File: config.mk
export PLATFORM = sky130hd
export DESIGN_NAME = xdata_stretch
export DESIGN_NICKNAME = d
export VERILOG_FILES = /design/src/hw/xdata_pkg.sv /design/src/hw/xdata_stretch.sv
export VERILOG_INCLUDE_DIRS = /design/src /design/src/hw
export SDC_FILE = /design/constraint.sdc
export NUM_CORES = 1
export LEC_CHECK = 0
export BUFFER_PORTS_ARGS = -buffer_cell sky130_fd_sc_hd__buf_2
export CAP_MARGIN = 15
export CORE_UTILIZATION = 45
export DETAILED_ROUTE_END_ITERATION = 10
export GPL_ROUTABILITY_DRIVEN = 0
export PLACE_DENSITY_LB_ADDON = 0.1
export SLEW_MARGIN = 10
export SYNTH_ARGS = -nofsm -noshare
export SYNTH_HDL_FRONTEND = slang
export SYNTH_SLANG_ARGS = --single-unit
File: constraint.sdc
create_clock -name clk -period 15.85 [get_ports clk]
set_clock_uncertainty 0.05 [all_clocks]
set_input_delay 4.755 -clock clk [delete_from_list [all_inputs] [get_ports clk]]
set_output_delay 4.755 -clock clk [all_outputs]
set_load 0.05 [all_outputs]
File: src/hw/xdata_cfg.svh
`ifndef XDATA_CFG_SVH
`define XDATA_CFG_SVH
// register indexes, byte address is index times four
`define XD_IDX_DPL0    8'h82
`define XD_IDX_DPH0    8'h83
`define XD_IDX_DPL1    8'h84
`define XD_IDX_DPH1    8'h85
`define XD_IDX_DPS     8'h86
`define XD_IDX_CLOCK_CONTROL_REG   8'h8E
`define XD_IDX_PORT2   8'hA0
`define XD_IDX_INDEX   8'hC0
`define XD_IDX_WDATA   8'hC1
`define XD_IDX_CMD     8'hC2
`define XD_IDX_RDATA   8'hC3
// field positions
`define XD_CMD_WRITE   0
`define XD_CMD_PTR     1
`define XD_STR_MSB     2
// reset values
`define XD_RST_STRETCH 3'h1
`define XD_RST_PORT2   8'hFF
// timing, one machine cycle is four states
`define XD_STATES      3'h4
`define XD_LAST_STATE  2'h3
`endif

File: src/hw/xdata_pkg.sv
package xdata_pkg;
   // move sequencer states, gray along the path
   typedef enum logic [1:0] {
      ST_IDLE   = 2'b00,
      ST_ALIGN  = 2'b01,
      ST_FETCH  = 2'b11,
      ST_ACCESS = 2'b10
   } state_t;
   // external bus pins
   typedef struct packed {
      logic [15:0] addr;
      logic [7:0]  dout;
      logic        oe_n;
      logic        rd_n;
      logic        wr_n;
   } xbus_t;
   // latched move command
   typedef struct packed {
      logic       ptr;
      logic       write;
      logic [2:0] stretch;
   } cmd_t;
endpackage

File: src/hw/xdata_stretch.sv
// Our own choice: the APB register port.
`timescale 1ns/1ps
`include "xdata_cfg.svh"
// Summary of operation
// moves reach off-chip memory and peripherals
// same result, only strobe timing differs
// indirect form: index low, port2 high
// pointer form drives full selected pointer
// two pointers, select bit at 86h
// select 0 first pointer, 1 second
// upper select bits ignored, read zero
// four-clock fetch, then address and access
// stretch 0-7 gives 2-9 machine cycles
// stretch lengthens only external moves
// stretch resets to one, three cycles
// stretch zero: two cycles, 2-clock strobe
// stretch n: strobe 4n clocks wide
// four fixed states per machine cycle
// far side finishes within strobe width
module xdata_stretch
   import xdata_pkg::*;
(
   // clock and reset
   input  wire logic        clk,
   input  wire logic        rst,
   // apb slave
   input  wire logic        psel,
   input  wire logic        penable,
   input  wire logic        pwrite,
   input  wire logic [11:0] paddr,
   input  wire logic [31:0] pwdata,
   output logic      [31:0] prdata,
   output logic             pready,
   output logic             pslverr,
   // external data bus
   output logic      [15:0] xaddr,
   output logic      [7:0]  xdata_out,
   output logic             xdata_oe_n,
   input  wire logic [7:0]  xdata_in,
   output logic             rd_n,
   output logic             wr_n,
   // core status
   output logic             cpu_hold
);
   state_t      state_reg, state_next;
   xbus_t       bus_reg, bus_next;
   cmd_t        cmd_reg;
   logic [1:0]  phase_reg;
   logic [5:0]  cnt_reg;
   logic [5:0]  cnt_next;
   logic [15:0] dptr0_reg, data_pointer_second_reg, addr_lat;
   logic [7:0]  port2_reg, index_reg, wdata_reg, rdata_reg;
   logic        sel_reg;
   logic [2:0]  stretch_reg;
   logic [7:0]  s1_reg, s2_reg, s3_reg, din_reg;
   logic [31:0] prdata_reg, rd_mux;
   logic        pready_reg, pslverr_reg, hold_reg;
   logic        rd_end_reg;

   // apb decode
   wire [7:0] idx     = paddr[9:2];
   wire       aligned = (paddr[11:10] == 2'h0) && (paddr[1:0] == 2'h0);
   wire       h_dpl0  = aligned && idx == `XD_IDX_DPL0;
   wire       h_dph0  = aligned && idx == `XD_IDX_DPH0;
   wire       h_dpl1  = aligned && idx == `XD_IDX_DPL1;
   wire       h_dph1  = aligned && idx == `XD_IDX_DPH1;
   wire       h_dps   = aligned && idx == `XD_IDX_DPS;
   wire       h_clock_control_reg = aligned && idx == `XD_IDX_CLOCK_CONTROL_REG;
   wire       h_port2 = aligned && idx == `XD_IDX_PORT2;
   wire       h_index = aligned && idx == `XD_IDX_INDEX;
   wire       h_wdata = aligned && idx == `XD_IDX_WDATA;
   wire       h_cmd   = aligned && idx == `XD_IDX_CMD;
   wire       h_rdata = aligned && idx == `XD_IDX_RDATA;
   wire       mapped  = h_dpl0 | h_dph0 | h_dpl1 | h_dph1 | h_dps | h_clock_control_reg
                      | h_port2 | h_index | h_wdata | h_cmd | h_rdata;
   wire       acc     = psel && penable && pready_reg;
   wire       wr      = acc && pwrite && mapped;
   wire       idle    = state_reg == ST_IDLE;
   wire       cmd_go  = wr && h_cmd && idle;

   // read mux, narrow registers in the low bits
   assign rd_mux = h_dpl0  ? {24'h0, dptr0_reg[7:0]}
                 : h_dph0  ? {24'h0, dptr0_reg[15:8]}
                 : h_dpl1  ? {24'h0, data_pointer_second_reg[7:0]}
                 : h_dph1  ? {24'h0, data_pointer_second_reg[15:8]}
                 : h_dps   ? {31'h0, sel_reg}
                 : h_clock_control_reg ? {29'h0, stretch_reg}
                 : h_port2 ? {24'h0, port2_reg}
                 : h_index ? {24'h0, index_reg}
                 : h_wdata ? {24'h0, wdata_reg}
                 : h_cmd   ? {31'h0, ~idle}
                 : h_rdata ? {24'h0, rdata_reg}
                 : 32'h0;

   // apb answer, one access cycle, error on unmapped
   always_ff @(posedge clk or posedge rst) begin
      if (rst) begin
         pready_reg  <= 1'b0;
         pslverr_reg <= 1'b0;
         prdata_reg  <= 32'h0;
      end else begin
         pready_reg  <= psel && !penable;
         pslverr_reg <= psel && !penable && !mapped;
         prdata_reg  <= (psel && !penable && !pwrite) ? rd_mux : 32'h0;
      end
   end

   // software registers
   always_ff @(posedge clk or posedge rst) begin
      if (rst) begin
         dptr0_reg   <= 16'h0;
         data_pointer_second_reg   <= 16'h0;
         sel_reg     <= 1'b0;
         stretch_reg <= `XD_RST_STRETCH;
         port2_reg   <= `XD_RST_PORT2;
         index_reg   <= 8'h0;
         wdata_reg   <= 8'h0;
      end else if (wr) begin
         if (h_dpl0) dptr0_reg[7:0] <= pwdata[7:0];
         if (h_dph0) dptr0_reg[15:8] <= pwdata[7:0];
         if (h_dpl1) data_pointer_second_reg[7:0] <= pwdata[7:0];
         if (h_dph1) data_pointer_second_reg[15:8] <= pwdata[7:0];
         if (h_dps) sel_reg <= pwdata[0];
         if (h_clock_control_reg) stretch_reg <= pwdata[`XD_STR_MSB:0];
         if (h_port2) port2_reg <= pwdata[7:0];
         if (h_index) index_reg <= pwdata[7:0];
         if (h_wdata) wdata_reg <= pwdata[7:0];
      end
   end

   // address of the move, chosen when it is issued
   wire [15:0] ptr_sel  = sel_reg ? data_pointer_second_reg : dptr0_reg;
   wire        ptr_form = pwdata[`XD_CMD_PTR];
   wire [15:0] addr_new = ptr_form ? ptr_sel
                        : {port2_reg, index_reg};

   // command latch; stretch frozen for the whole move
   always_ff @(posedge clk or posedge rst) begin
      if (rst) begin
         cmd_reg  <= '0;
         addr_lat <= 16'h0;
      end else if (cmd_go) begin
         cmd_reg  <= {ptr_form, pwdata[`XD_CMD_WRITE], stretch_reg};
         addr_lat <= addr_new;
      end
   end

   // free running state counter c1..c4
   always_ff @(posedge clk or posedge rst) begin
      if (rst) phase_reg <= 2'h0;
      else phase_reg <= phase_reg + 2'h1;
   end

   // sequencer terms
   wire [5:0] last_cnt  = {1'b0, cmd_reg.stretch, 2'b11};
   wire       fetch_end = state_reg == ST_FETCH && phase_reg == `XD_LAST_STATE;
   wire       acc_end   = state_reg == ST_ACCESS && cnt_reg == last_cnt;
   wire       in_acc_nx = fetch_end || (state_reg == ST_ACCESS && !acc_end);
   assign cnt_next = fetch_end ? 6'h0
                   : (state_reg == ST_ACCESS) ? cnt_reg + 6'h1 : cnt_reg;
   wire       win0  = cnt_next == 6'h1 || cnt_next == 6'h2;
   wire       winn  = cnt_next[5:2] != 4'h0;
   wire       strb_nx = in_acc_nx && ((cmd_reg.stretch == 3'h0) ? win0 : winn);

   // move sequencer
   always_comb begin
      state_next = state_reg;
      case (state_reg)
         ST_IDLE:   if (cmd_go) state_next = ST_ALIGN;
         ST_ALIGN:  if (phase_reg == `XD_LAST_STATE) state_next = ST_FETCH;
         ST_FETCH:  if (fetch_end) state_next = ST_ACCESS;
         ST_ACCESS: if (acc_end) state_next = ST_IDLE;
         default:   state_next = ST_IDLE;
      endcase
   end

   // external pins from the next sequencer view
   always_comb begin
      bus_next      = bus_reg;
      bus_next.addr = in_acc_nx ? addr_lat : 16'h0;
      bus_next.dout = (in_acc_nx && cmd_reg.write) ? wdata_reg : 8'h0;
      bus_next.oe_n = !(in_acc_nx && cmd_reg.write);
      bus_next.rd_n = !(strb_nx && !cmd_reg.write);
      bus_next.wr_n = !(strb_nx && cmd_reg.write);
   end

   always_ff @(posedge clk or posedge rst) begin
      if (rst) begin
         state_reg <= ST_IDLE;
         cnt_reg   <= 6'h0;
         bus_reg   <= '{16'h0, 8'h0, 1'b1, 1'b1, 1'b1};
         hold_reg  <= 1'b0;
      end else begin
         state_reg <= state_next;
         cnt_reg   <= cnt_next;
         bus_reg   <= bus_next;
         hold_reg  <= state_next != ST_IDLE;
      end
   end

   // read data pin, three flops, taken once two agree
   always_ff @(posedge clk or posedge rst) begin
      if (rst) begin
         s1_reg  <= 8'h0;
         s2_reg  <= 8'h0;
         s3_reg  <= 8'h0;
         din_reg <= 8'h0;
      end else begin
         s1_reg <= xdata_in;
         s2_reg <= s1_reg;
         s3_reg <= s2_reg;
         if (s2_reg == s3_reg) din_reg <= s3_reg;
      end
   end

   // read result taken one clock after the move ends; the pin needs the
   // synchroniser's latency, which a stretch-zero strobe alone cannot cover
   wire rd_last = !bus_reg.rd_n && bus_next.rd_n;
   always_ff @(posedge clk or posedge rst) begin
      if (rst) begin
         rd_end_reg <= 1'b0;
         rdata_reg  <= 8'h0;
      end else begin
         rd_end_reg <= acc_end && !cmd_reg.write;
         if (rd_end_reg) rdata_reg <= din_reg;
      end
   end

   // outputs
   assign prdata     = prdata_reg;
   assign pready     = pready_reg;
   assign pslverr    = pslverr_reg;
   assign xaddr      = bus_reg.addr;
   assign xdata_out  = bus_reg.dout;
   assign xdata_oe_n = bus_reg.oe_n;
   assign rd_n       = bus_reg.rd_n;
   assign wr_n       = bus_reg.wr_n;
   assign cpu_hold   = hold_reg;

   wire       strb = !bus_reg.rd_n || !bus_reg.wr_n;
   logic [5:0] width_reg;
   logic [6:0] tot_reg;
   always_ff @(posedge clk or posedge rst) begin
      if (rst) begin
         width_reg <= 6'h0;
         tot_reg   <= 7'h0;
      end else begin
         width_reg <= strb ? width_reg + 6'h1 : 6'h0;
         tot_reg   <= (state_reg == ST_ALIGN) ? 7'h0 : tot_reg + 7'h1;
      end
   end
   wire [5:0] exp_w = (cmd_reg.stretch == 3'h0) ? 6'h2 : {1'b0, cmd_reg.stretch, 2'b00};
endmodule

---- Word-level counts from Yosys, hierarchy flattened ----
Cells that the tools add are included.
word-level totals
  word-level logic and storage cells ...... 140
  flip-flop bits (word level) ............. 169
operators by class
  equality and inequality tests ........... 19
  mux-type cells .......................... 24
  bitwise gates (word level) .............. 11
  add/subtract/negate cells ............... 2
  reduce and logical (&&, ||, !) cells .... 54
operators with widths
  cell                   count
  $mux W8                13
  $eq A8 B8 Y1 const B   11
  $mux W16               3
  $logic_and A1 B1 Y1    29
  $reduce_and A2 Y1      9
  $mux W6                2
  $or A1 B1 Y1           10
  $eq A8 B8 Y1           1
  $logic_not A1 Y1       8
  $mux W2                4
  $pmux W2 S4            1
  $add A6 B1 Y6 const B  1
  $eq A2 B2 Y1 const B   3
  $eq A6 B1 Y1 const B   1
  $eq A6 B2 Y1 const B   1
  $eq A6 B5 Y1           1
  $logic_not A2 Y1       3
  $reduce_bool A4 Y1     1
  $logic_not A3 Y1       1
  $add A2 B1 Y2 const B  1
  $eq A2 B1 Y1 const B   1
  $logic_or A1 B1 Y1     2
  $reduce_bool A2 Y1     1
  $mux W1                1
  $not A1 Y1             1

---- Logic depth before layout (Yosys ltp) ----
  depth in word-level cells ............... 19
  gate-level depth with buffers ........... 7
  gate-level depth less buffers ........... 6

---- Least setup slack after synthesis ----
OpenSTA, ideal clock, no wires.
  path kind ............................... input port to flip-flop
  start point ............................. input paddr[11]
  end point ............................... register addr_lat[10]
  path slack .............................. 9183 ps
  required time ........................... 15675 ps
  stages .................................. 5
  arrival time ............................ 6492 ps
  cell sequence ........................... or4_4 > or3_4 > nor3_4 > buf_6 > mux2_2
on the way
  word-level cells in the longest chain between the ends .. 16
  elaborated cells on any way between the ends .. 26
  classes of those cells .................. bitwise (10); reduce/logical (16)
ends and longest elaborated chain
  element                               line                  RTL
  start, declared                       xdata_stretch.sv:30   input wire logic [11:0] paddr,
  $logic_not A2 Y1 *                    xdata_stretch.sv:62   wire aligned = (paddr[11:10] == 2'h0) && (paddr[1:0] == 2'h0);
  $logic_and A1 B1 Y1 *                 xdata_stretch.sv:62
  $logic_and A1 B1 Y1 (no source line)  --
  $or A1 B1 Y1 (5 in a row)             xdata_stretch.sv:74   wire mapped = h_dpl0 | h_dph0 | h_dpl1 | h_dph1 | h_dps | h_clock_control_reg
  $or A1 B1 Y1 (5 in a row)             xdata_stretch.sv:75   | h_port2 | h_index | h_wdata | h_cmd | h_rdata;
  $logic_and A1 B1 Y1                   xdata_stretch.sv:77   wire wr = acc && pwrite && mapped;
  $logic_and A1 B1 Y1 * (2 in a row)    xdata_stretch.sv:79   wire cmd_go = wr && h_cmd && idle;
  end signal, assigned                  xdata_stretch.sv:144  addr_lat <= addr_new;
  end, declared                         xdata_stretch.sv:51   logic [15:0] dptr0_reg, data_pointer_second_reg, addr_lat;
Mark *: on every way between the ends. The rest lies on a longest branch, timed or not.
A chain may end at the register's enable or synchronous reset.

---- Worst setup path after layout ----
  start point ............................. input paddr[11]
  end point ............................... register addr_lat[4]
Same word-level chain as after synthesis.

==> impl_metrics.ini <==
[placement]
numPortBuffers = 70
place_ws_ps = 8290
hpwl_um = 11800
dp.cells = 880

[route]
drt_iter0_markers = 304
num_vias = 5080
wl_per_cell_um = 18.7
totalWireLength_um = 17100
vias_per_cell = 5.56
drc = 0
drtPass1Iterations = 6
ant_nets = 0

[timing]
rsz0062_at_grt = no
tightest_slew_ps = 1130
slew_violations = 0
setup_violations = 0
fmax_mhz = 147
hold_violations = 0
fin_crit_ps = 6820
setup_slack_ps = 9030
max_slew_margin_pct = 24.4
period_share_pct = 43.0
finalSetupTns_ps = 0

[floorplanning]
die_h_um = 132
boundaryPins = 119
initial_utilization_pct = 46.2
die_w_um = 132
core_area_um2 = 16600
die_area_um2 = 17500
rows = 47

[flow_run]
drv_cap = 0

[layout]
nets = 740
final_cells = 914
drive_gt1_share_pct = 34.6
most-common-layout-cells = 157 x dfrtp_1, 99 x mux2_2, 70 x buf_2, 33 x nand2_1, 29 x nor2_1
layout_commonest_cell = dfrtp_1
diodes = 0
syn2layout_area_growth_pct = 13.7
nFillCells = 1478

[synth]
synth-seq-cells = 169
syn-cell-area_um2 = 7660
syn_avg_cell_area_um2 = 12.4
synth.distinct_cells = 69
yosys_warnings = 0
synth_flop_cell = dfrtp_1
ys_seq_area_share_pct = 55.4
synth_edf_count = 0
async_flop_share_pct = 100
netlist_instances = 615

[setup_path]
crit_type = primary input to flop
cp-end-kind = flop
path_max_fanout = 15
slowest_delay_ps = 640
required_ps = 16110
start_kind = primary input
crit_chain = buf_2 > or4_4 > or3_4 > nor3_4 > buf_8 > mux2_2
crit_family = simple AND/OR/NAND/NOR gates
critical_path_buf_inv_count = 2
crit_path_top_delay_cell = or4_4
crit_arrival_ps = 7080

[global_routing]
antenna_found_initial = 1
grt_max_degree = 88
grt_pass1_vias = 4959
grt_use_total_pct = 20.9
grt_overflow_total = 0
grt_pass1_wl_um = 27600

[clock_network]
clock-sinks = 169
cts_htree_levels = 4
cts_buffer_depth = 2
cts_tree = built
clkTransAtPathRegs_ps = 70
ctsHoldBuffers = 0
insertion_delay_ps = 430
post_cts_buffers = 0
cts_resized = 0
numCtsBuffers = 17
cts_root_buf = clkbuf_16

[pwr]
power.density_nw_per_um2 = 103
vdd_drop_max_mv = 0.0735
leakagePower_uw = 0.00412

[min_path]
worstHoldPathType = flop to flop

[status]
status = complete, no violations
-- layout make-up --
cell class                      instances  area, um2  share of cell area, %
Sequential cell                       169       4240                   48.8
Multi-Input combinational cell        412       3170                   36.5
Clock buffer                           17        425                   4.89
Timing Repair Buffer                   73        400                   4.60
Tap cell                              220        275                   3.16
Clock inverter                         15        148                   1.70
Inverter                                8       35.0                  0.403
-- layer usage --
layer	part of all wire [%]	global-route usage [%]
met5	0.059	0
met4	2.0	7.34
met3	5.3	4.67
met2	46	32.1
met1	46	29.2
-- worst paths after layout --
path | startpoint | end | depth (start not counted) | slack (ps)
max in group asynchronous | rst | port2_reg[4]$_DFFE_PP1P_ | 4 | 10160
max reg2reg | pready$_DFF_PP0_ | addr_lat[4]$_DFFE_PP0P_ | 5 | 13340
min reg2reg | s1_reg[7]$_DFF_PP0_ | s2_reg[7]$_DFF_PP0_ | 0 | 300
min in group asynchronous | rst | xdata_out[1]$_DFF_PP0_ | 2 | 4390
max | paddr[11] | addr_lat[4]$_DFFE_PP0P_ | 6 | 9030
min | s1_reg[7]$_DFF_PP0_ | s2_reg[7]$_DFF_PP0_ | 0 | 300
-- through the flow --
step | util, % | hold slack [ps] | power [uW] | cell area, um2
after detailed placement | 48.8 | 286 | 501 | 8090
after global placement | 48.8 | 282 | 500 | 8090
after floorplan | - | 281 | 490 | 7740
after CTS | 52.2 | 303 | 908 | 8660
after global routing | 52.5 | 315 | 931 | 8700
final | 52.5 | 301 | 896 | 8700
-- kinds of logic (layout without fill, tap and decap cells) --
logic type,Yosys count,in the layout,synth area share (%)
flops,169,169,55.4
simple gates,166,166,13.2
mux,125,125,18.1
compound gates,81,81,7.03
buf+inv,57,113,4.23
xor+xnor,14,14,1.60
fa+ha+maj,2,2,0.327
other cells,1,24,0.0490
-- Yosys cell counts (14+ instances only) --
cell type	count	area (um2)
a21oi_1	24	120
and2_1	16	100
buf_4	24	180
clkbuf_1	17	63.8
dfrtp_1	157	3930
mux2_2	99	1110
mux2i_1	24	240
nand2_1	33	124
nand2b_1	14	87.6
nor2_1	29	109
o21ai_0	15	75.1
-- where the power goes --
group          leakage (uW)  internal (uW)  switching, uW
logic               0.00159           12.5           39.7
clock network      0.000279            210            193
registers           0.00225            438           3.48
No activity file was read; power rests on OpenSTA's default activity.
